===== config.mk =====
export PLATFORM = sky130hd
export DESIGN_NAME = fwdirq_regs
export DESIGN_NICKNAME = d
export VERILOG_FILES = /design/src/fwdirq_pkg.sv /design/src/fwdirq_regs.sv
export VERILOG_INCLUDE_DIRS = /design/src
export SDC_FILE = /design/constraint.sdc
export NUM_CORES = 1
export LEC_CHECK = 0
export BUFFER_PORTS_ARGS = -buffer_cell sky130_fd_sc_hd__buf_2
export CAP_MARGIN = 25
export CORE_ASPECT_RATIO = 2
export CORE_UTILIZATION = 45
export DETAILED_ROUTE_END_ITERATION = 6
export PLACE_DENSITY = 0.67
export SLEW_MARGIN = 40
export SYNTH_ARGS = -nofsm -noshare
export SYNTH_HDL_FRONTEND = slang
export SYNTH_SLANG_ARGS = --single-unit

===== constraint.sdc =====
create_clock -name i_clock -period 2.72 [get_ports i_clock]
set_input_delay 0.272 -clock i_clock [delete_from_list [all_inputs] [get_ports i_clock]]
set_output_delay 0.272 -clock i_clock [all_outputs]
set_load 0.01 [all_outputs]

===== src/fwdirq_cfg.svh =====
`ifndef FWDIRQ_CFG_SVH
`define FWDIRQ_CFG_SVH
// register indices; byte address is four times the index
`define FWDIRQ_I_FWD 6'h22
`define FWDIRQ_I_IEN 6'h23
`define FWDIRQ_I_ISRC 6'h24
`define FWDIRQ_I_TSCFG 6'h25
`define FWDIRQ_I_TSCTL 6'h26
`define FWDIRQ_I_LHI 6'h27
`define FWDIRQ_I_LLO 6'h28
`define FWDIRQ_I_TSSTS 6'h29
`define FWDIRQ_I_T0HI 6'h2A
`define FWDIRQ_I_T0LO 6'h2B
`define FWDIRQ_I_T1HI 6'h2C
`define FWDIRQ_I_T1LO 6'h2D
`define FWDIRQ_I_EVS 6'h2E
`define FWDIRQ_I_EVM 6'h2F
`define FWDIRQ_RST8 8'h00
`define FWDIRQ_RST16 16'h0000
// writable bit masks
`define FWDIRQ_M_IEN 8'h93
`define FWDIRQ_M_TSCFG 8'h7B
`define FWDIRQ_M_TSCTL 8'h13
`define FWDIRQ_M_EVM 8'h03
// field positions
`define FWDIRQ_B_FAIL 2
`define FWDIRQ_B_LOCK 0
`define FWDIRQ_B_GIE 7
`define FWDIRQ_B_SUM 7
`define FWDIRQ_B_TX 4
`define FWDIRQ_B_RX1 1
`define FWDIRQ_B_RX0 0
`define FWDIRQ_B_POL 6
`define FWDIRQ_B_RESH 5
`define FWDIRQ_B_RESL 4
`define FWDIRQ_B_EARLY 3
`define FWDIRQ_B_FREE 1
`define FWDIRQ_B_MODE 0
`define FWDIRQ_B_FRZ 4
`define FWDIRQ_B_RDY 4
`define FWDIRQ_B_EV_LOSS 0
`define FWDIRQ_B_EV_RDY 1
// timing
`define FWDIRQ_CLK_NS 5
`define FWDIRQ_TICK0_NS 40
`define FWDIRQ_TICK1_NS 80
`define FWDIRQ_TICK2_NS 160
`define FWDIRQ_TICK3_NS 1000
`endif


===== src/fwdirq_pkg.sv =====
package fwdirq_pkg;
    typedef struct packed {
        logic psel;
        logic penable;
        logic pwrite;
        logic [7:0] paddr;
        logic [31:0] pwdata;
    } fwdirq_apb_req_type;
    typedef struct packed {
        logic pready;
        logic pslverr;
        logic [31:0] prdata;
    } fwdirq_apb_rsp_type;
    typedef enum logic [1:0] {
        FWDIRQ_IDLE = 2'b00,
        FWDIRQ_WAIT_FRAME = 2'b01,
        FWDIRQ_PROVEN = 2'b11
    } fwdirq_sync_type;
endpackage : fwdirq_pkg


===== src/fwdirq_regs.sv =====
// Local design decision: the APB interface to the registers.
`timescale 1ns/100ps
`include "fwdirq_cfg.svh"
module fwdirq_regs (
    input wire logic i_clock,
    input wire logic i_rst_b,
    input wire fwdirq_pkg::fwdirq_apb_req_type i_apb,
    output fwdirq_pkg::fwdirq_apb_rsp_type o_apb,
    input wire logic [1:0] i_sync_fwd_mode,
    input wire logic i_engine_locked,
    input wire logic i_frame_forwarded,
    input wire logic i_sync_lost,
    input wire logic i_tx_irq,
    input wire logic i_tx_event_read,
    input wire logic [1:0] i_rx_irq,
    input wire logic [1:0] i_rx_event_read,
    input wire logic i_frame_sync,
    input wire logic [1:0] i_line_start,
    input wire logic [1:0] i_frame_start,
    output logic o_irq,
    output logic o_stamp_ready
);
    //--------------------------------------------------
    // register bus
    //--------------------------------------------------
    // data is latched in the setup cycle; read clears only drop the bits that were shown
    logic pready;
    logic pslverr;
    logic [31:0] prdata;
    wire setup = i_apb.psel & ~i_apb.penable;
    wire acc = i_apb.psel & i_apb.penable & pready;
    wire [5:0] idx = i_apb.paddr[7:2];
    wire aligned = (i_apb.paddr[1:0] == 2'h0);
    wire hit_fwd = aligned & (idx == `FWDIRQ_I_FWD);
    wire hit_ien = aligned & (idx == `FWDIRQ_I_IEN);
    wire hit_isrc = aligned & (idx == `FWDIRQ_I_ISRC);
    wire hit_cfg = aligned & (idx == `FWDIRQ_I_TSCFG);
    wire hit_ctl = aligned & (idx == `FWDIRQ_I_TSCTL);
    wire hit_lhi = aligned & (idx == `FWDIRQ_I_LHI);
    wire hit_llo = aligned & (idx == `FWDIRQ_I_LLO);
    wire hit_sts = aligned & (idx == `FWDIRQ_I_TSSTS);
    wire hit_t0h = aligned & (idx == `FWDIRQ_I_T0HI);
    wire hit_t0l = aligned & (idx == `FWDIRQ_I_T0LO);
    wire hit_t1h = aligned & (idx == `FWDIRQ_I_T1HI);
    wire hit_t1l = aligned & (idx == `FWDIRQ_I_T1LO);
    wire hit_evs = aligned & (idx == `FWDIRQ_I_EVS);
    wire hit_evm = aligned & (idx == `FWDIRQ_I_EVM);
    wire hit_any = hit_fwd | hit_ien | hit_isrc | hit_cfg | hit_ctl | hit_lhi | hit_llo | hit_sts
        | hit_t0h | hit_t0l | hit_t1h | hit_t1l | hit_evs | hit_evm;
    wire wr = acc & i_apb.pwrite & ~pslverr;
    wire rd = acc & ~i_apb.pwrite;
    wire [7:0] wdat = i_apb.pwdata[7:0];

    //--------------------------------------------------
    // state
    //--------------------------------------------------
    fwdirq_pkg::fwdirq_sync_type sync_state;
    fwdirq_pkg::fwdirq_sync_type next_sync_state;
    logic sync_fail;
    logic locked;
    logic [7:0] ien;
    logic tx_flag;
    logic [1:0] rx_flag;
    logic [7:0] cfg;
    logic [7:0] ctl;
    logic [15:0] cap_line;
    logic [1:0] ev_sts;
    logic [1:0] ev_msk;
    logic [7:0] pre;
    logic [15:0] stamp_cnt;
    logic fs_q;
    logic fs_primed;
    logic [1:0] valid;
    logic ready;
    logic [15:0] ts0;
    logic [15:0] ts1;
    logic [15:0] line_cnt [2];

    wire sync_en = (i_sync_fwd_mode != 2'h0);
    wire gie = ien[`FWDIRQ_B_GIE];
    wire [2:0] src_en = {ien[`FWDIRQ_B_TX], ien[`FWDIRQ_B_RX1], ien[`FWDIRQ_B_RX0]};
    wire [2:0] src_flag = {tx_flag, rx_flag};
    wire summary = |(src_flag & src_en);
    wire ev_pending = |(ev_sts & ev_msk);
    wire next_irq = gie & (summary | ev_pending);

    //--------------------------------------------------
    // read mux
    //--------------------------------------------------
    wire [7:0] rd_fwd = {5'h00, sync_fail, 1'b0, locked};
    wire [7:0] rd_isrc = {summary, 2'h0, tx_flag, 2'h0, rx_flag};
    wire [7:0] rd_sts = {3'h0, ready, 2'h0, valid};
    wire [7:0] rd_evs = {6'h00, ev_sts};
    wire [7:0] next_rd8 =
        hit_fwd ? rd_fwd :
        hit_ien ? ien :
        hit_isrc ? rd_isrc :
        hit_cfg ? cfg :
        hit_ctl ? ctl :
        hit_lhi ? cap_line[15:8] :
        hit_llo ? cap_line[7:0] :
        hit_sts ? rd_sts :
        hit_t0h ? ts0[15:8] :
        hit_t0l ? ts0[7:0] :
        hit_t1h ? ts1[15:8] :
        hit_t1l ? ts1[7:0] :
        hit_evs ? rd_evs :
        hit_evm ? {6'h00, ev_msk} :
        `FWDIRQ_RST8;

    always_ff @(posedge i_clock or negedge i_rst_b)
    begin
        if (!i_rst_b)
        begin
            pready <= 1'b0;
            pslverr <= 1'b0;
            prdata <= 32'h00000000;
        end
        else
        begin
            pready <= setup;
            pslverr <= setup & ~hit_any;
            prdata <= setup ? {24'h000000, next_rd8} : 32'h00000000;
        end
    end
    assign o_apb = '{pready: pready, pslverr: pslverr, prdata: prdata};

    //--------------------------------------------------
    // forwarding sync tracking
    //--------------------------------------------------
    // a loss counts only once a synced frame went out
    always_comb
    begin
        next_sync_state = sync_state;
        case (sync_state)
            fwdirq_pkg::FWDIRQ_IDLE:
                if (sync_en)
                    next_sync_state = fwdirq_pkg::FWDIRQ_WAIT_FRAME;
            fwdirq_pkg::FWDIRQ_WAIT_FRAME:
                if (!sync_en)
                    next_sync_state = fwdirq_pkg::FWDIRQ_IDLE;
                else if (i_frame_forwarded)
                    next_sync_state = fwdirq_pkg::FWDIRQ_PROVEN;
            fwdirq_pkg::FWDIRQ_PROVEN:
                if (!sync_en)
                    next_sync_state = fwdirq_pkg::FWDIRQ_IDLE;
                else if (i_sync_lost)
                    next_sync_state = fwdirq_pkg::FWDIRQ_WAIT_FRAME;
            default:
                next_sync_state = fwdirq_pkg::FWDIRQ_IDLE;
        endcase
    end

    // set only after a good frame
    wire fail_set = (sync_state == fwdirq_pkg::FWDIRQ_PROVEN) & sync_en & i_sync_lost;
    wire fail_clr = rd & hit_fwd & prdata[`FWDIRQ_B_FAIL];
    wire next_tx = i_tx_irq | (tx_flag & ~i_tx_event_read);
    wire [1:0] next_rx = i_rx_irq | (rx_flag & ~i_rx_event_read);
    wire [1:0] ev_set = {ready & ~o_stamp_ready, fail_set};
    wire [1:0] ev_clr = (rd & hit_evs) ? prdata[1:0] : 2'h0;

    always_ff @(posedge i_clock or negedge i_rst_b)
    begin
        if (!i_rst_b)
        begin
            sync_state <= fwdirq_pkg::FWDIRQ_IDLE;
            sync_fail <= 1'b0;
            locked <= 1'b0;
            tx_flag <= 1'b0;
            rx_flag <= 2'h0;
            ev_sts <= 2'h0;
            o_irq <= 1'b0;
        end
        else
        begin
            sync_state <= next_sync_state;
            sync_fail <= fail_set | (sync_fail & ~fail_clr);
            // locked follows engine only in synced mode
            locked <= sync_en & i_engine_locked;
            tx_flag <= next_tx;
            rx_flag <= next_rx;
            ev_sts <= ev_set | (ev_sts & ~ev_clr);
            o_irq <= next_irq;
        end
    end

    //--------------------------------------------------
    // writable registers
    //--------------------------------------------------
    wire [7:0] next_ctl = (wr & hit_ctl) ? (wdat & `FWDIRQ_M_TSCTL) : ctl;

    always_ff @(posedge i_clock or negedge i_rst_b)
    begin
        if (!i_rst_b)
        begin
            ien <= `FWDIRQ_RST8;
            cfg <= `FWDIRQ_RST8;
            ctl <= `FWDIRQ_RST8;
            cap_line <= `FWDIRQ_RST16;
            ev_msk <= 2'h0;
        end
        else
        begin
            if (wr & hit_ien)
                ien <= wdat & `FWDIRQ_M_IEN;
            if (wr & hit_cfg)
                cfg <= wdat & `FWDIRQ_M_TSCFG;
            ctl <= next_ctl;
            if (wr & hit_lhi)
                cap_line[15:8] <= wdat;
            if (wr & hit_llo)
                cap_line[7:0] <= wdat;
            if (wr & hit_evm)
                ev_msk <= 2'(wdat & `FWDIRQ_M_EVM);
        end
    end

    //--------------------------------------------------
    // stamp counter
    //--------------------------------------------------
    wire [1:0] res = cfg[`FWDIRQ_B_RESH:`FWDIRQ_B_RESL];
    wire free_run = cfg[`FWDIRQ_B_FREE];
    wire frame_mode = cfg[`FWDIRQ_B_MODE];
    wire freeze = ctl[`FWDIRQ_B_FRZ];
    wire [1:0] ts_en = ctl[1:0];
    wire [7:0] tick_cycles =
        (res == 2'h0) ? 8'((`FWDIRQ_TICK0_NS + `FWDIRQ_CLK_NS - 1) / `FWDIRQ_CLK_NS) :
        (res == 2'h1) ? 8'((`FWDIRQ_TICK1_NS + `FWDIRQ_CLK_NS - 1) / `FWDIRQ_CLK_NS) :
        (res == 2'h2) ? 8'((`FWDIRQ_TICK2_NS + `FWDIRQ_CLK_NS - 1) / `FWDIRQ_CLK_NS) :
        8'((`FWDIRQ_TICK3_NS + `FWDIRQ_CLK_NS - 1) / `FWDIRQ_CLK_NS);
    wire tick = (pre >= tick_cycles - 8'h01);
    // edge select
    // no edge in the first cycle after reset, whatever level the pin idles at
    wire fs_edge = fs_primed & (cfg[`FWDIRQ_B_POL] ? (fs_q & ~i_frame_sync) : (~fs_q & i_frame_sync));
    // frame-sync mode restarts the count on each active edge
    wire cnt_restart = ~free_run & fs_edge;

    always_ff @(posedge i_clock or negedge i_rst_b)
    begin
        if (!i_rst_b)
        begin
            pre <= `FWDIRQ_RST8;
            stamp_cnt <= `FWDIRQ_RST16;
            fs_q <= 1'b0;
            fs_primed <= 1'b0;
        end
        else
        begin
            fs_q <= i_frame_sync;
            fs_primed <= 1'b1;
            pre <= (tick | cnt_restart) ? `FWDIRQ_RST8 : pre + 8'h01;
            if (cnt_restart)
                stamp_cnt <= `FWDIRQ_RST16;
            else if (tick)
                stamp_cnt <= stamp_cnt + 16'h0001;
        end
    end

    //--------------------------------------------------
    // per-port capture
    //--------------------------------------------------
    logic [1:0] cap;
    for (genvar p = 0; p < 2; p++)
    begin : g_port
        // line mode hits the programmed line number
        wire line_hit = i_line_start[p] & ((line_cnt[p] + 16'h0001) == cap_line);
        assign cap[p] = ts_en[p] & ~freeze & ~ready & (frame_mode ? i_frame_start[p] : line_hit);
        always_ff @(posedge i_clock or negedge i_rst_b)
        begin
            if (!i_rst_b)
                line_cnt[p] <= `FWDIRQ_RST16;
            else if (i_frame_start[p])
                line_cnt[p] <= `FWDIRQ_RST16;
            else if (i_line_start[p])
                line_cnt[p] <= line_cnt[p] + 16'h0001;
        end
    end

    wire all_valid = (&(valid | ~ts_en)) & (|ts_en);
    wire thaw = ctl[`FWDIRQ_B_FRZ] & ~next_ctl[`FWDIRQ_B_FRZ];
    // early ready, otherwise wait for the next active frame-sync edge
    wire ready_set = all_valid & ~freeze & (cfg[`FWDIRQ_B_EARLY] | fs_edge);

    always_ff @(posedge i_clock or negedge i_rst_b)
    begin
        if (!i_rst_b)
        begin
            ts0 <= `FWDIRQ_RST16;
            ts1 <= `FWDIRQ_RST16;
            valid <= 2'h0;
            ready <= 1'b0;
            o_stamp_ready <= 1'b0;
        end
        else
        begin
            if (cap[0])
                ts0 <= stamp_cnt;
            if (cap[1])
                ts1 <= stamp_cnt;
            valid <= thaw ? 2'h0 : (valid | cap);
            ready <= freeze ? 1'b0 : (ready | ready_set);
            o_stamp_ready <= ready;
        end
    end

    //--------------------------------------------------
    // checks
    //--------------------------------------------------
    logic [7:0] gap;
    always_ff @(posedge i_clock or negedge i_rst_b)
    begin
        if (!i_rst_b)
            gap <= `FWDIRQ_RST8;
        else
            gap <= (tick | cnt_restart) ? `FWDIRQ_RST8 : gap + 8'h01;
    end

    property p_fail_after_frame;
        @(posedge i_clock) disable iff (!i_rst_b)
        $rose(sync_fail) |-> $past(sync_state) == fwdirq_pkg::FWDIRQ_PROVEN;
    endproperty
    a_fail_after_frame: assert property (p_fail_after_frame) else $error("loss flag before a good frame");

    property p_fail_rc;
        @(posedge i_clock) disable iff (!i_rst_b)
        (rd & hit_fwd & prdata[`FWDIRQ_B_FAIL] & ~fail_set) |=> !sync_fail;
    endproperty
    a_fail_rc: assert property (p_fail_rc) else $error("loss flag kept after read");

    property p_locked;
        @(posedge i_clock) disable iff (!i_rst_b)
        (sync_en && i_engine_locked) ##1 (sync_en && i_engine_locked) |-> locked;
    endproperty
    a_locked: assert property (p_locked) else $error("locked bit missing");

    property p_locked_off;
        @(posedge i_clock) disable iff (!i_rst_b)
        !sync_en |=> !rd_fwd[`FWDIRQ_B_LOCK];
    endproperty
    a_locked_off: assert property (p_locked_off) else $error("locked bit while sync off");

    property p_gie;
        @(posedge i_clock) disable iff (!i_rst_b)
        !gie |=> !o_irq;
    endproperty
    a_gie: assert property (p_gie) else $error("irq with global enable low");

    property p_summary;
        @(posedge i_clock) disable iff (!i_rst_b)
        (tx_flag && ien[`FWDIRQ_B_TX] && !gie) |-> rd_isrc[`FWDIRQ_B_SUM];
    endproperty
    a_summary: assert property (p_summary) else $error("summary ignores source");

    property p_irq_path;
        @(posedge i_clock) disable iff (!i_rst_b)
        (rx_flag[0] && ien[`FWDIRQ_B_RX0] && gie) |=> o_irq;
    endproperty
    a_irq_path: assert property (p_irq_path) else $error("irq not raised");

    property p_tx_set;
        @(posedge i_clock) disable iff (!i_rst_b)
        i_tx_irq |=> tx_flag;
    endproperty
    a_tx_set: assert property (p_tx_set) else $error("tx event lost");

    property p_rx_hold;
        @(posedge i_clock) disable iff (!i_rst_b)
        (rx_flag[1] && !i_rx_event_read[1]) |=> rx_flag[1];
    endproperty
    a_rx_hold: assert property (p_rx_hold) else $error("rx flag dropped unread");

    property p_tick;
        @(posedge i_clock) disable iff (!i_rst_b)
        (tick && $stable(res) && !cnt_restart) |-> gap == tick_cycles - 8'h01;
    endproperty
    a_tick: assert property (p_tick) else $error("tick period wrong");

    property p_early;
        @(posedge i_clock) disable iff (!i_rst_b)
        (all_valid && cfg[`FWDIRQ_B_EARLY] && !freeze) |=> ready;
    endproperty
    a_early: assert property (p_early) else $error("early ready late");

    property p_freeze;
        @(posedge i_clock) disable iff (!i_rst_b)
        freeze |=> !ready && $stable(ts0) && $stable(ts1);
    endproperty
    a_freeze: assert property (p_freeze) else $error("frozen stamps moved");

    c_fail: cover property (@(posedge i_clock) disable iff (!i_rst_b) $rose(sync_fail));
    c_irq: cover property (@(posedge i_clock) disable iff (!i_rst_b) $rose(o_irq));
    c_ready: cover property (@(posedge i_clock) disable iff (!i_rst_b) $rose(o_stamp_ready));
endmodule : fwdirq_regs


Word level (Yosys, flattened, before mapping)

Index checks and enable logic that the tools add are counted.

Add/subtract/negate cells: 5
Magnitude comparators: 1
Equal/unequal tests: 23
Muxes and demuxes: 38
Bitwise logic cells: 96
Reduce and logical (&&, ||, !) cells: 12

Operators by type and width:

| operator              | number |
|---|---|
| $mux 8                | 17 |
| $mux 16               | 6 |
| $eq 6x6->1 const B    | 14 |
| $and 1x1->1           | 53 |
| $add 16x1->16 const B | 3 |
| $eq 16x16->1          | 2 |
| $or 1x1->1            | 19 |
| $mux 2                | 9 |
| $not 1->1             | 13 |
| $add 8x1->8 const B   | 1 |
| $ge 8x8->1            | 1 |
| $or 2x2->2            | 4 |
| $reduce_bool 2->1     | 4 |
| $sub 8x1->8 const B   | 1 |
| $and 2x2->2           | 3 |
| $logic_not 2->1       | 3 |
| $ne 3x3->1 const B    | 2 |
| $not 2->2             | 3 |
| $pmux 2 s3            | 1 |
| $mux 5                | 1 |
| $eq 2x1->1 const B    | 2 |
| $eq 2x2->1 const B    | 2 |
| $mux 1                | 4 |
| $reduce_or 2->1       | 2 |
| 5 further kinds       | 5 |

Bits in registers: 145
Bits of input ports: 61
Word-level logic and storage cells: 203

Depth between registers and ports, before layout

Gate-level depths: netlist (run 1).

Depth in word-level cells: 17
Gate-level depth with buffers: 11

Worst setup path after synthesis (run 1)

Ideal clock, no wire load.

Kind: flip-flop to flip-flop
From: register line_cnt[16] in the netlist's numbering
To: register ts0[10]
Setup time: 0.125 ns
Data arrival time: 2.628 ns
Path slack: -0.033 ns
Cell stages (with the launch flop): 12
Path buffers: 3
Period minus slack after synthesis: 2.753 ns
Cells stage by stage: dfrtp_1 > ha_1 > buf_4 > inv_1 > or3_1 > clkbuf_2 > mux2_2 > a221oi_2 > nand4_2 > o21ai_4 > buf_12 > mux2_4

Cells in the longest elaborated chain, start to end: 5

Ends and longest elaborated chain:

| element                           | RTL line           | text |
|---|---|---|
| from (decl)                       | fwdirq_regs.sv:77  | `logic [15:0] line_cnt [2];` |
| from (signal, indexed assignment) | fwdirq_regs.sv:271 | `` line_cnt[p] <= `FWDIRQ_RST16; `` |
| from (signal, indexed assignment) | fwdirq_regs.sv:273 | `` line_cnt[p] <= `FWDIRQ_RST16; `` |
| from (signal, indexed assignment) | fwdirq_regs.sv:275 | `line_cnt[p] <= line_cnt[p] + 16'h0001;` |
| $add 16x1->16                     | fwdirq_regs.sv:266 | `wire line_hit = i_line_start[p] & ((line_cnt[p] + 16'h0001) == cap_line);` |
| $eq 16x16->1                      | fwdirq_regs.sv:266 |  |
| $and 1x1->1                       | fwdirq_regs.sv:266 |  |
| $mux 1                            | fwdirq_regs.sv:267 | `assign cap[p] = ts_en[p] & ~freeze & ~ready & (frame_mode ? i_frame_start[p] : line_hit);` |
| $and 1x1->1                       | fwdirq_regs.sv:267 |  |
| to (signal assigned)              | fwdirq_regs.sv:288 | `` ts0 <= `FWDIRQ_RST16; `` |
| to (signal assigned)              | fwdirq_regs.sv:297 | `ts0 <= stamp_cnt;` |
| to (decl)                         | fwdirq_regs.sv:75  | `logic [15:0] ts0;` |

No other way between the ends.
A chain may end at the register's enable or synchronous reset.

Worst setup path in the final report (run 1)

From: register line_cnt[17] in the netlist's numbering
To: register ts0[8]

Same word-level chain as after synthesis.

==> results.env, run 1 <==
CP-STARTPOINT='line_cnt[17]'
DOMINANTREGCELLSYNTH='dfrtp_1'
POST_ROUTE_NON_FILLER_STANDARD_CELL_COUNT=1133
MAXSLEWHEADROOM=0.568
OUTCOME='finished with violations'
FMAX_GHz=0.374
TOTAL_CTS_BUFFERS=17
DP_HPWL_UM=16900
DRT_WL_TOTAL_UM=22800
IR_DROP_mV=0.439
NNETSFINAL=975
ASYNC_FLOP_SHARE=1.00
LAYOUT_COMMONEST_CELL='dfrtp_1'
POSTSYNTHAREAPERCELL_UM2=10.1
YOSYS.AREA.TOP_TYPE_SHARE=0.435
PLACE_WORST_SETUP_SLACK_PS=2.40
VIOLATIONS='DRC'
FINAL.PERIOD_UTILIZATION=0.982
REG2REG_SLACK_PS=50
LEAKAGE_nW=4.49
SYNTH_EDF_COUNT=0
SYNTH_TOP_CELL_BY_AREA='dfrtp_1'
DRT_FIRST_PASS_ITERS=7
CLK_LATENCY_PS=430
ANTENNA_CELLS_INSERTED=0
FINAL_ANTENNA_NET_COUNT=0
ROUTE.LAYER.MET1.WL_UM=7920
DRC_ERRORS=2
GRT_PASS1_WL_UM=35500
AREA_GROWTH_PCT=16.7
DRIVE_ABOVE_1_SHARE=0.261
POST_SYNTH_NUM_CELL_TYPES=81
FP.DIEAREA_UM2=19100
ALL_LAYER_GR_USAGE=0.246
DIE-HEIGHT_UM=195
SYNTH_TOP_AREA_CELLS='dfrtp_1 (44%), mux2_2 (6.9%), xor2_1 (5.4%), nor2_1 (4.0%), xnor2_1 (3.7%)'
FINAL-MAX-SLEW-VIOLATION-COUNT=0
PERIOD_NEEDED_PS=2670
MET2_LENGTH_UM=13000
MAXIMUM_NUMBER_OF_PINS_ON_ONE_NET_BEFORE_GLOBAL_ROUTE_REPAIR=64
WORST-SLEW-PIN-TRANSITION_PS=646
POSTLAYOUTSETUPSLACKWORST_PS=49.0
CP-ENDPOINT='ts0[8]'
SETUP_VIOL=0
FLOORPLAN.ROWS=70
TOP_LAYER_IN_USE='met4'
CORE_AREA_UM2=18200
GRT_SETUP_UNREPAIRED='true'
NETLIST_AREA_UM2=8340
SHARE_OF_SYNTHESIZED_AREA_OCCUPIED_BY_FLIP_FLOPS_AND_LATCHES=0.435
VIAS_PER_CELL=5.77
CRITICAL_PATH.MAX_FANOUT=8
DESIGN.PORTCOUNT=97
REG2REG_FROM='line_cnt[17]'
FLOP_AND_LATCH_COUNT_OUT_OF_SYNTHESIS=145
GRT_ANTENNA_BEFORE_REPAIR=0
WORST_HOLD_PATH_TYPE='in2reg'
FIN_WORST_SKEW_PS=11.5
CTS_ROOT_BUF='clkbuf_16'
CLK_SINK_COUNT=145
HTREE_NUM_LEVELS=4
CLOCKBUFFERDEPTH=2
PORT-BUFFER-COUNT=48
DIE_W_UM=98.3
POWER.DENSITY_nW_PER_UM2=523
MOSTFREQUENTLAYOUTCELLS='dfrtp_1 (139), nor2_1 (87), buf_4 (56), xor2_1 (51), nand2_1 (49)'
TIMING.CRITICAL_PATH.FROM_TYPE='flop'
ROUTED-WL-MET3_UM=629
POST-LAYOUT-TOTAL-POWER_W=0.00509
DRT_ITER0_MARKERS=301
CRITICAL_PATH.ENDPOINT_TYPE='flop'
CLK_PIN_SLEW_WORST_PATHS_PS=60
TIMING_HOLD_VIOLATIONS_FINAL=0
RR_ENDPOINT='ts0[8]'
CRITICAL-PATH-SLOWEST-CELL='dfrtp_1'
GPL.FINAL_WEIGHTED_CONGESTION=0.954
TIMING.CRITICAL_PATH.REQUIRED_PS=3030
WORSTPATHARRIVAL_PS=2980
GLOBALROUTE.TOTALOVERFLOW=0
CTS_TREE='done'
INITIAL_CORE_UTIL=0.458
DRV_CAP=0
SYNTH_WARNINGS=0
PLACE_INST=1090
WL_PER_CELL_UM=20.1
VIAS_IN_THE_FIRST_GLOBAL_ROUTE=6593
TIMING.SETUP.CRITICAL_PATH_CLASS='reg2reg'
WORST_REG_TO_REG_PATH_CELL_COUNT=10
SYNTHESIS.INSTANCES=826
WORST_STAGE_DELAY_ON_THE_CRITICAL_PATH_PS=410
ROUTED-VIA-COUNT=6541
PATH_CELLS='ha_4 > buf_4 > xnor2_1 > a22oi_1 > o221ai_1 > a2111oi_4 > nand4_2 > o21ai_4 > clkbuf_16 > mux2_4'
HP-START='i_rx_irq[0]'
## report_power, final
| part | switching (W) | total [W] | leakage (nW) | internal (W) |
|---|---|---|---|---|
| clock | 0.000942 | 0.00229 | 0.255 | 0.00135 |
| combinational | 0.000295 | 0.000492 | 2.27 | 0.000197 |
| sequential | 0.0000852 | 0.00231 | 1.96 | 0.00222 |
| total | 0.00132 | 0.00509 | 4.49 | 0.00377 |
## sequential cells by signal, indices dropped and copies added, names as in the netlist, 2 cells and up
| name | count |
|---|---|
| prdata | 8 |
| stamp_cnt | 16 |
| valid | 2 |
| cfg | 6 |
| ts0 | 16 |
| line_cnt | 32 |
| ev_msk | 2 |
| ts1 | 16 |
| rx_flag | 2 |
| pre | 8 |
| ev_sts | 2 |
| ctl | 3 |
| ien | 4 |
| cap_line | 16 |
| sync_state | 2 |
## critical path: cells and delay by family (launching register included)
| family | cells | cell delay [ps] |
|---|---|---|
| buffers and inverters | 2 | 370 |
| and+or+nand+nor | 1 | 150 |
| adders and majority gates | 1 | 200 |
| AOI/OAI and AO/OA | 4 | 1000 |
| xor gates and xnor gates | 1 | 110 |
| DFF | 1 | 410 |
| muxes | 1 | 300 |
## what timing repair did
item                                   CTS  global route
pin swaps                                0             6
endpoints found under the hold margin   52             0
hold buffers                             2             0
setup endpoints to repair               12            39
gates cloned                             0             3
buffers inserted                         0             6
gates resized for setup                  2            21
## Yosys cell counts (5+ instances only)
cell type / number
nor3_1: 15
a21oi_1: 20
or3_1: 9
mux2i_1: 14
dfrtp_1: 145
nor2b_1: 5
a31oi_1: 7
o21ai_0: 26
nand2_1: 49
buf_4: 29
and2_1: 5
nor2_1: 88
nor4_1: 7
mux2_4: 9
buf_2: 10
a22oi_1: 5
ha_1: 10
nand3_1: 35
xnor2_1: 35
nand4_1: 24
inv_1: 20
xor2_1: 51
clkbuf_1: 28
nand2b_1: 7
mux2_1: 7
mux2_2: 51
a21o_1: 7
and4_1: 5
and3_1: 13
## through the flow
stage                util  instance area (µm²)  hold WS, ps  TNS, ps
finish              0.534                 9730         26.1        0
global route        0.534                 9730         18.9     -278
detailed placement  0.490                 8930          259        0
floorplan               -                 8440        -23.6    -3.11
global placement    0.490                 8930          259        0
CTS                 0.523                 9520         19.0        0
## final cells by class
cell class	instances	area (µm²)
clock buffer	20	437
clock inverter	12	135
fill	1638	8480
inverter	21	78.8
multi-input combinational	606	4330
sequential	145	3640
tap	216	270
timing repair buffer	113	842
## worst min-delay path by stage
stage | to | slack (ps) | cells after the start
floorplan | cap_line[0] | -20 | 0
global placement | stamp_cnt[4] | 260 | 1
detailed placement | stamp_cnt[4] | 260 | 1
CTS | rx_flag[0] | 20 | 2
global route | rx_flag[0] | 20 | 2
finish | rx_flag[0] | 30 | 2
## cells by family after synthesis
| group | count (synthesis) | share of synthesized area |
|---|---|---|
| multiplexers | 83 | 0.117 |
| buffers and inverters | 98 | 0.0645 |
| adder cells (fa/ha/maj) | 10 | 0.0150 |
| XOR/XNOR | 86 | 0.0903 |
| AO/OA/AOI/OAI | 113 | 0.0984 |
| AND/OR/NAND/NOR | 289 | 0.179 |
| flip-flops | 145 | 0.435 |
| other | 2 | 0.000901 |
## layer usage
layer / GRT usage / vias to the layer above
met5: 0 / -
met4: 0.148 / 0
met3: 0.0313 / 70
met2: 0.466 / 202
met1: 0.252 / 3248
li1: - / 3021
(Power assumes the default switching activity.)
==> run 2, diff against run 1 <==
--- a/config.mk
+++ b/config.mk
@@ -11,6 +11,7 @@
 export CORE_ASPECT_RATIO = 2
 export CORE_UTILIZATION = 45
 export DETAILED_ROUTE_END_ITERATION = 6
+export MAX_ROUTING_LAYER = met4
 export PLACE_DENSITY = 0.67
 export SLEW_MARGIN = 40
 export SYNTH_ARGS = -nofsm -noshare
==> run 2 against run 1 <==
Compared with the run above:
- the run still ends with DRC left
- final cell count down 0.44%
- first-iteration DRC count down 2.3%
- clock power up 4%
- global-route usage up 1.0 points
- critical path type unchanged
- highest routed layer unchanged
==> results.env, run 2 (synthesis results as in run 1) <==
WL_PER_CELL_UM=20.4
TOP_LAYER_IN_USE='met4'
TIMING.CRITICAL_PATH.FROM_TYPE='flop'
LEAKAGE_nW=4.50
HTREE_NUM_LEVELS=4
MAX_REG_FLOPS=32
DIE-HEIGHT_UM=195
LAYOUT.CORE_UTILIZATION=0.532
MAXSLEWHEADROOM=0.536
RR_ENDPOINT='ts1[9]'
FINAL.PERIOD_UTILIZATION=0.966
PLACED_AREA_UM2=8930
FP.DIEAREA_UM2=19100
PLACE_WORST_SETUP_SLACK_PS=15.7
WORST_HOLD_PATH_TYPE='in2reg'
HP-START='i_rx_irq[1]'
DRT_ITER0_MARKERS=294
OUTCOME='finished with violations'
REG2REG_FROM='line_cnt[1]'
IR_DROP_mV=0.439
HOLDPATHEND='rx_flag[1]'
DIE_W_UM=98.3
AREA_GROWTH_PCT=16.3
CORE_AREA_UM2=18200
FILL_CELLS=1597
CTS_TREE='done'
CP_TOP_FAMILY='simple AND/OR/NAND/NOR gates'
DRC_ERRORS=2
PERIOD_NEEDED_PS=2630
FMAX_GHz=0.381
SETUP_VIOL=0
FINAL_ANTENNA_NET_COUNT=0
SEQPWRFRAC=0.445
DRV_CAP=0
PATH_CELLS='and2_2 > nand3_1 > or3_1 > a21oi_1 > nand4_1 > o31ai_4 > buf_6 > clkbuf_16 > mux2_1'
GPL.FINAL_WEIGHTED_CONGESTION=0.963
DP_HPWL_UM=17100
FLOORPLAN.ROWS=70
ROUTED-VIA-COUNT=6587
GLOBALROUTE.TOTALOVERFLOW=0
MET2_LENGTH_UM=12700
POWER.NET_SWITCHING_W=0.00133
DESIGN.PORTCOUNT=97
P_CLK_FRAC=0.460
WORST-SLEW-PIN-TRANSITION_PS=696
FIN_WORST_SKEW_PS=10.8
TIMING.SETUP.CRITICAL_PATH_CLASS='reg2reg'
FINALSETUPTNS_PS=0
ANTENNA_CELLS_INSERTED=0
VIOLATIONS='DRC'
MAXIMUM_NUMBER_OF_PINS_ON_ONE_NET_BEFORE_GLOBAL_ROUTE_REPAIR=73
TIMING_HOLD_VIOLATIONS_FINAL=0
WORST_REG_TO_REG_PATH_CELL_COUNT=9
CLOCKBUFFERDEPTH=2
CLK_SINK_COUNT=145
WORST_STAGE_DELAY_ON_THE_CRITICAL_PATH_PS=420
GRT_ANTENNA_BEFORE_REPAIR=0
CELL_INTERNAL_PWR_W=0.00386
LARGEST-REGISTER='line_cnt'
ROUTE.LAYER.MET1.WL_UM=7950
NUMBER_OF_CELLS_ON_THE_WORST_HOLD_PATH=2
CRITICAL_PATH.MAX_FANOUT=11
POSTLAYOUTSETUPSLACKWORST_PS=93.8
LAYOUT_COMMONEST_CELL='dfrtp_1'
CP-STARTPOINT='line_cnt[1]'
REG2REG_SLACK_PS=90
CRITICAL_PATH.ENDPOINT_TYPE='flop'
DRIVE_ABOVE_1_SHARE=0.257
CRITICAL-PATH-SLOWEST-CELL='dfrtp_1'
VIAS_IN_THE_FIRST_GLOBAL_ROUTE=6620
DRT_WL_TOTAL_UM=23000
GRT_PASS1_WL_UM=35800
ALL_LAYER_GR_USAGE=0.256
NNETSFINAL=971
DRT_FIRST_PASS_ITERS=7
WORST-PATH-BUF-INV=2
CTS_ROOT_BUF='clkbuf_16'
ROUTED-WL-MET3_UM=659
SWSHARE=0.256
CLK_LATENCY_PS=420
PORT-BUFFER-COUNT=48
TOTAL_CTS_BUFFERS=17
INITIAL_CORE_UTIL=0.458
TIMING.CRITICAL_PATH.REQUIRED_PS=3020
WORSTPATHARRIVAL_PS=2930
FINALINSTANCEAREA_UM2=9700
FINAL-MAX-SLEW-VIOLATION-COUNT=0
VIAS_PER_CELL=5.84
POWER.DENSITY_nW_PER_UM2=535
POWER.COMBINATIONAL.FRACTION=0.095
MOSTFREQUENTLAYOUTCELLS='dfrtp_1 (142), nor2_1 (88), buf_4 (52), mux2_2 (51), xor2_1 (51)'
CLK_PIN_SLEW_WORST_PATHS_PS=60
-- run 2: cell types whose count changed in the layout (fill, tap and decap cells not counted), moves of 2 or more --
| cell | previous run | this run |
|---|---|---|
| mux2_2 | 47 | 51 |
| clkinvlp_4 | 7 | 4 |
| clkinv_2 | 1 | 3 |
| clkbuf_1 | 3 | 1 |
| buf_4 | 56 | 52 |
| mux2_4 | 13 | 9 |
| dfrtp_1 | 139 | 142 |
| dfrtp_2 | 6 | 3 |
-- run 2: repair_timing --
item,4_1_cts,5_1_grt
hold endpoints to repair,71,0
endpoints found under the setup margin,0,45
buffers inserted,0,4
hold buffers,2,0
gates resized for setup,0,18
-- run 2: how the worst max path moves through the flow --
stage	endpoint	slack, ps	cells past startpoint
CTS	ts0[15]	3	10
global route	ts1[9]	-30	11
floorplan	ts0[10]	-0.3	11
global placement	pre[7]	70	9
detailed placement	pre[3]	20	9
finish	ts1[9]	90	9
-- run 2: per-stage QoR --
step,hold WS [ps],total power [W],instances
after floorplan,-23.6,0.00264,849
after global placement,344,0.00281,1089
after detailed placement,347,0.00283,1089
after CTS,20.4,0.00521,1122
after global routing,31.3,0.00538,1128
final,30.5,0.00519,1128
-- run 2: cell type report --
type | count | area (µm²) | area share
multi-input cells | 606 | 4330 | 0.446
flip-flops and latches | 145 | 3630 | 0.374
repair buffers | 109 | 798 | 0.0823
clock buffers | 18 | 429 | 0.0442
well taps | 216 | 270 | 0.0279
clock inverters | 13 | 161 | 0.0166
inverters | 21 | 78.8 | 0.00813
-- run 2: worst reg2reg max path, stage by stage, from the launching register on --
cell and delay [ps]:
dfrtp_1 420, and2_2 310, nand3_1 160, or3_1 370, a21oi_1 180, nand4_1 160
o31ai_4 250, buf_6 160, clkbuf_16 160, mux2_1 330
-- run 2: metal layers --
layer,vias up,track usage
met5,-,-
met3,91,0.0316
met4,0,0.190
met2,232,0.459
li1,3012,-
met1,3252,0.248
-- run 2: power groups by stage --
| stage | clock network [W] | registers [W] | logic, W |
|---|---|---|---|
| after floorplan | 0 | 0.00231 | 0.000327 |
| after global placement | 0 | 0.00234 | 0.000467 |
| after detailed placement | 0 | 0.00235 | 0.000479 |
| after CTS | 0.00242 | 0.00231 | 0.000481 |
| after global routing | 0.00250 | 0.00232 | 0.000557 |
| final | 0.00239 | 0.00231 | 0.000493 |
==> run 3, diff against run 2 <==
--- a/config.mk
+++ b/config.mk
@@ -12,7 +12,6 @@
 export CORE_UTILIZATION = 45
 export DETAILED_ROUTE_END_ITERATION = 6
 export MAX_ROUTING_LAYER = met4
-export PLACE_DENSITY = 0.67
 export SLEW_MARGIN = 40
 export SYNTH_ARGS = -nofsm -noshare
 export SYNTH_HDL_FRONTEND = slang
==> constraint.sdc (replaced) <==
create_clock -name i_clock -period 2.9 [get_ports i_clock]
set_input_delay 0.29 -clock i_clock [delete_from_list [all_inputs] [get_ports i_clock]]
set_output_delay 0.29 -clock i_clock [all_outputs]
set_load 0.01 [all_outputs]
==> run 3 against run 2 <==
Compared with the run above:
- the run still ends with DRC left
- setup slack better by 62 ps
- highest routed layer unchanged
- maximum frequency down 4.3%
- power down 6.2%
- largest cell class unchanged
- critical endpoint is now ts0[2]
- cell area down 3.0%
==> results.env, run 3 (synthesis results as in run 1) <==
POWER.NET_SWITCHING_W=0.00122
MET3_USAGE=0.0331
GRT_PASS1_WL_UM=35400
PORT-BUFFER-COUNT=48
MULTIINPUTGATEAREA_UM2=4280
DRT_WL_TOTAL_UM=22100
DIE_W_UM=98.3
TIMING.CRITICAL_PATH.REQUIRED_PS=3200
SWSHARE=0.250
PLACE_INST=1069
GRT_SETUP_UNREPAIRED='false'
NNETSFINAL=945
GR-USAGE-MET2=0.450
GRT_ANTENNA_BEFORE_REPAIR=0
NUMBER_OF_CELLS_ON_THE_WORST_HOLD_PATH=2
SEQPWRFRAC=0.445
DRC_ERRORS=3
CRITICAL_PATH.MAX_FANOUT=17
MAXSLEWHEADROOM=0.569
FINAL_ANTENNA_NET_COUNT=0
POST_ROUTE_NON_FILLER_STANDARD_CELL_COUNT=1102
FLOORPLAN.ROWS=70
VIAS_PER_CELL=5.76
DRT_ITER0_MARKERS=272
CRITICAL_PATH.ENDPOINT_TYPE='flop'
POWER.COMBINATIONAL.FRACTION=0.089
MOSTFREQUENTLAYOUTCELLS='dfrtp_1 (145), nor2_1 (88), mux2_2 (51), xor2_1 (51), nand2_1 (49)'
CLK_LATENCY_PS=430
WL_PER_CELL_UM=20.1
CTS_ROOT_BUF='clkbuf_16'
WORST_HOLD_PATH_TYPE='in2reg'
MAX_REG_FLOPS=32
AREA_GROWTH_PCT=12.8
CLOCKBUFFERDEPTH=2
DP_HPWL_UM=16800
ANTENNA_CELLS_INSERTED=0
IR_DROP_mV=0.498
VIOLATIONS='DRC'
DESIGN.PORTCOUNT=97
REGISTER_AREA_UM2=3630
POWER.DENSITY_nW_PER_UM2=517
DRIVE_ABOVE_1_SHARE=0.217
FINAL-MAX-SLEW-VIOLATION-COUNT=0
TIMING.SETUP.CRITICAL_PATH_CLASS='reg2reg'
GLOBALROUTEMET1UTIL=0.253
CTS_SETUP_BUFFERS=0
GLOBALROUTE.TOTALOVERFLOW=0
DRT_FIRST_PASS_ITERS=7
FP.DIEAREA_UM2=19100
FIN_WORST_SKEW_PS=9.29
CLK_SINK_COUNT=145
TIMING_HOLD_VIOLATIONS_FINAL=0
VIAS_IN_THE_FIRST_GLOBAL_ROUTE=6475
TIMING.CRITICAL_PATH.FROM_TYPE='flop'
WORSTPATHARRIVAL_PS=3050
GRT-BUSIEST-LAYER='met2'
WORST-SLEW-PIN-TRANSITION_PS=646
MAXIMUM_NUMBER_OF_PINS_ON_ONE_NET_BEFORE_GLOBAL_ROUTE_REPAIR=65
LAYOUT_COMMONEST_CELL='dfrtp_1'
CORE_AREA_UM2=18200
FINAL.PERIOD_UTILIZATION=0.946
FINALSETUPTNS_PS=0
HTREE_NUM_LEVELS=4
DIE-HEIGHT_UM=195
SETUP_VIOL=0
OUTCOME='finished with violations'
LEAKAGE_nW=4.35
DRV_CAP=0
P_CLK_FRAC=0.466
LARGEST-REGISTER='line_cnt'
CTS_TREE='done'
ALL_LAYER_GR_USAGE=0.253
ROUTED-VIA-COUNT=6346
WORST_REG_TO_REG_PATH_CELL_COUNT=9
INITIAL_CORE_UTIL=0.458
FMAX_GHz=0.364
PERIOD_NEEDED_PS=2740
CELL_INTERNAL_PWR_W=0.00365
TOTAL_CTS_BUFFERS=17
FILL_CELLS=1696
GPL.FINAL_WEIGHTED_CONGESTION=0.960
CLK_PIN_SLEW_WORST_PATHS_PS=60
==> run 3: cell types whose count changed in the layout (fill, tap and decap cells not counted), moves of 3 or more <==
cell and change:
dfrtp_2 -3, buf_4 -22, clkinv_2 -3, clkbuf_1 +3, dfrtp_1 +3
==> run 3: layer usage <==
metal | vias up | wire, µm
met5 | - | 0
met4 | 0 | 1420
met3 | 77 | 635
met2 | 170 | 12200
met1 | 3139 | 7880
li1 | 2960 | -
==> run 3: worst paths after layout <==
kind	slack, ps	startpoint	endpoint
setup / recovery	160	line_cnt[17]	ts0[2]
hold / removal	50	i_rx_irq[1]	rx_flag[1]
setup reg to reg	160	line_cnt[17]	ts0[2]
hold reg to reg	460	o_stamp_ready	ev_sts[1]
max in group asynchronous	1700	i_rst_b	pre[7]
min in group asynchronous	410	i_rst_b	line_cnt[25]
==> run 3: area by class of cell <==
| type | count | area share |
|---|---|---|
| multi-input combinational | 606 | 0.455 |
| sequential | 145 | 0.386 |
| timing repair buffer | 83 | 0.0587 |
| clock buffer | 23 | 0.0497 |
| tap | 216 | 0.0287 |
| clock inverter | 8 | 0.0138 |
| inverter | 21 | 0.00838 |
==> run 3: power by group through the flow <==
stage	Sequential (W)	Clock, W	Combinational [W]
floorplan	0.00217	0	0.000306
global route	0.00217	0.00239	0.000489
finish	0.00217	0.00227	0.000433
global placement	0.00220	0	0.000424
CTS	0.00217	0.00230	0.000433
detailed placement	0.00220	0	0.000430
==> run 3: what timing repair did <==
| item | 4_1_cts | 5_1_grt |
|---|---|---|
| gates resized for setup | 0 | 3 |
| hold buffers | 2 | 0 |
| endpoints found under the setup margin | 0 | 18 |
| hold endpoints to repair | 62 | 0 |
==> run 3: per-stage QoR <==
step	worst slack, ps	cell area, µm²	hold slack (ps)	total power, W	util
floorplan	147	8430	-5.59	0.00248	-
global placement	153	8770	322	0.00263	0.481
detailed placement	125	8770	323	0.00263	0.481
CTS	99.4	9390	33.8	0.00490	0.515
global route	5.10	9410	37.0	0.00505	0.516
finish	156	9410	48.8	0.00487	0.516
==> run 3: worst max-delay path, stage by stage (launching register included) <==
cell       delay [ps]
dfrtp_1           400
ha_1              260
inv_1             130
nor3_1             80
or4b_4            510
a2111oi_4         370
nand4_2           150
o21ai_4           170
buf_12            190
mux2_2            350
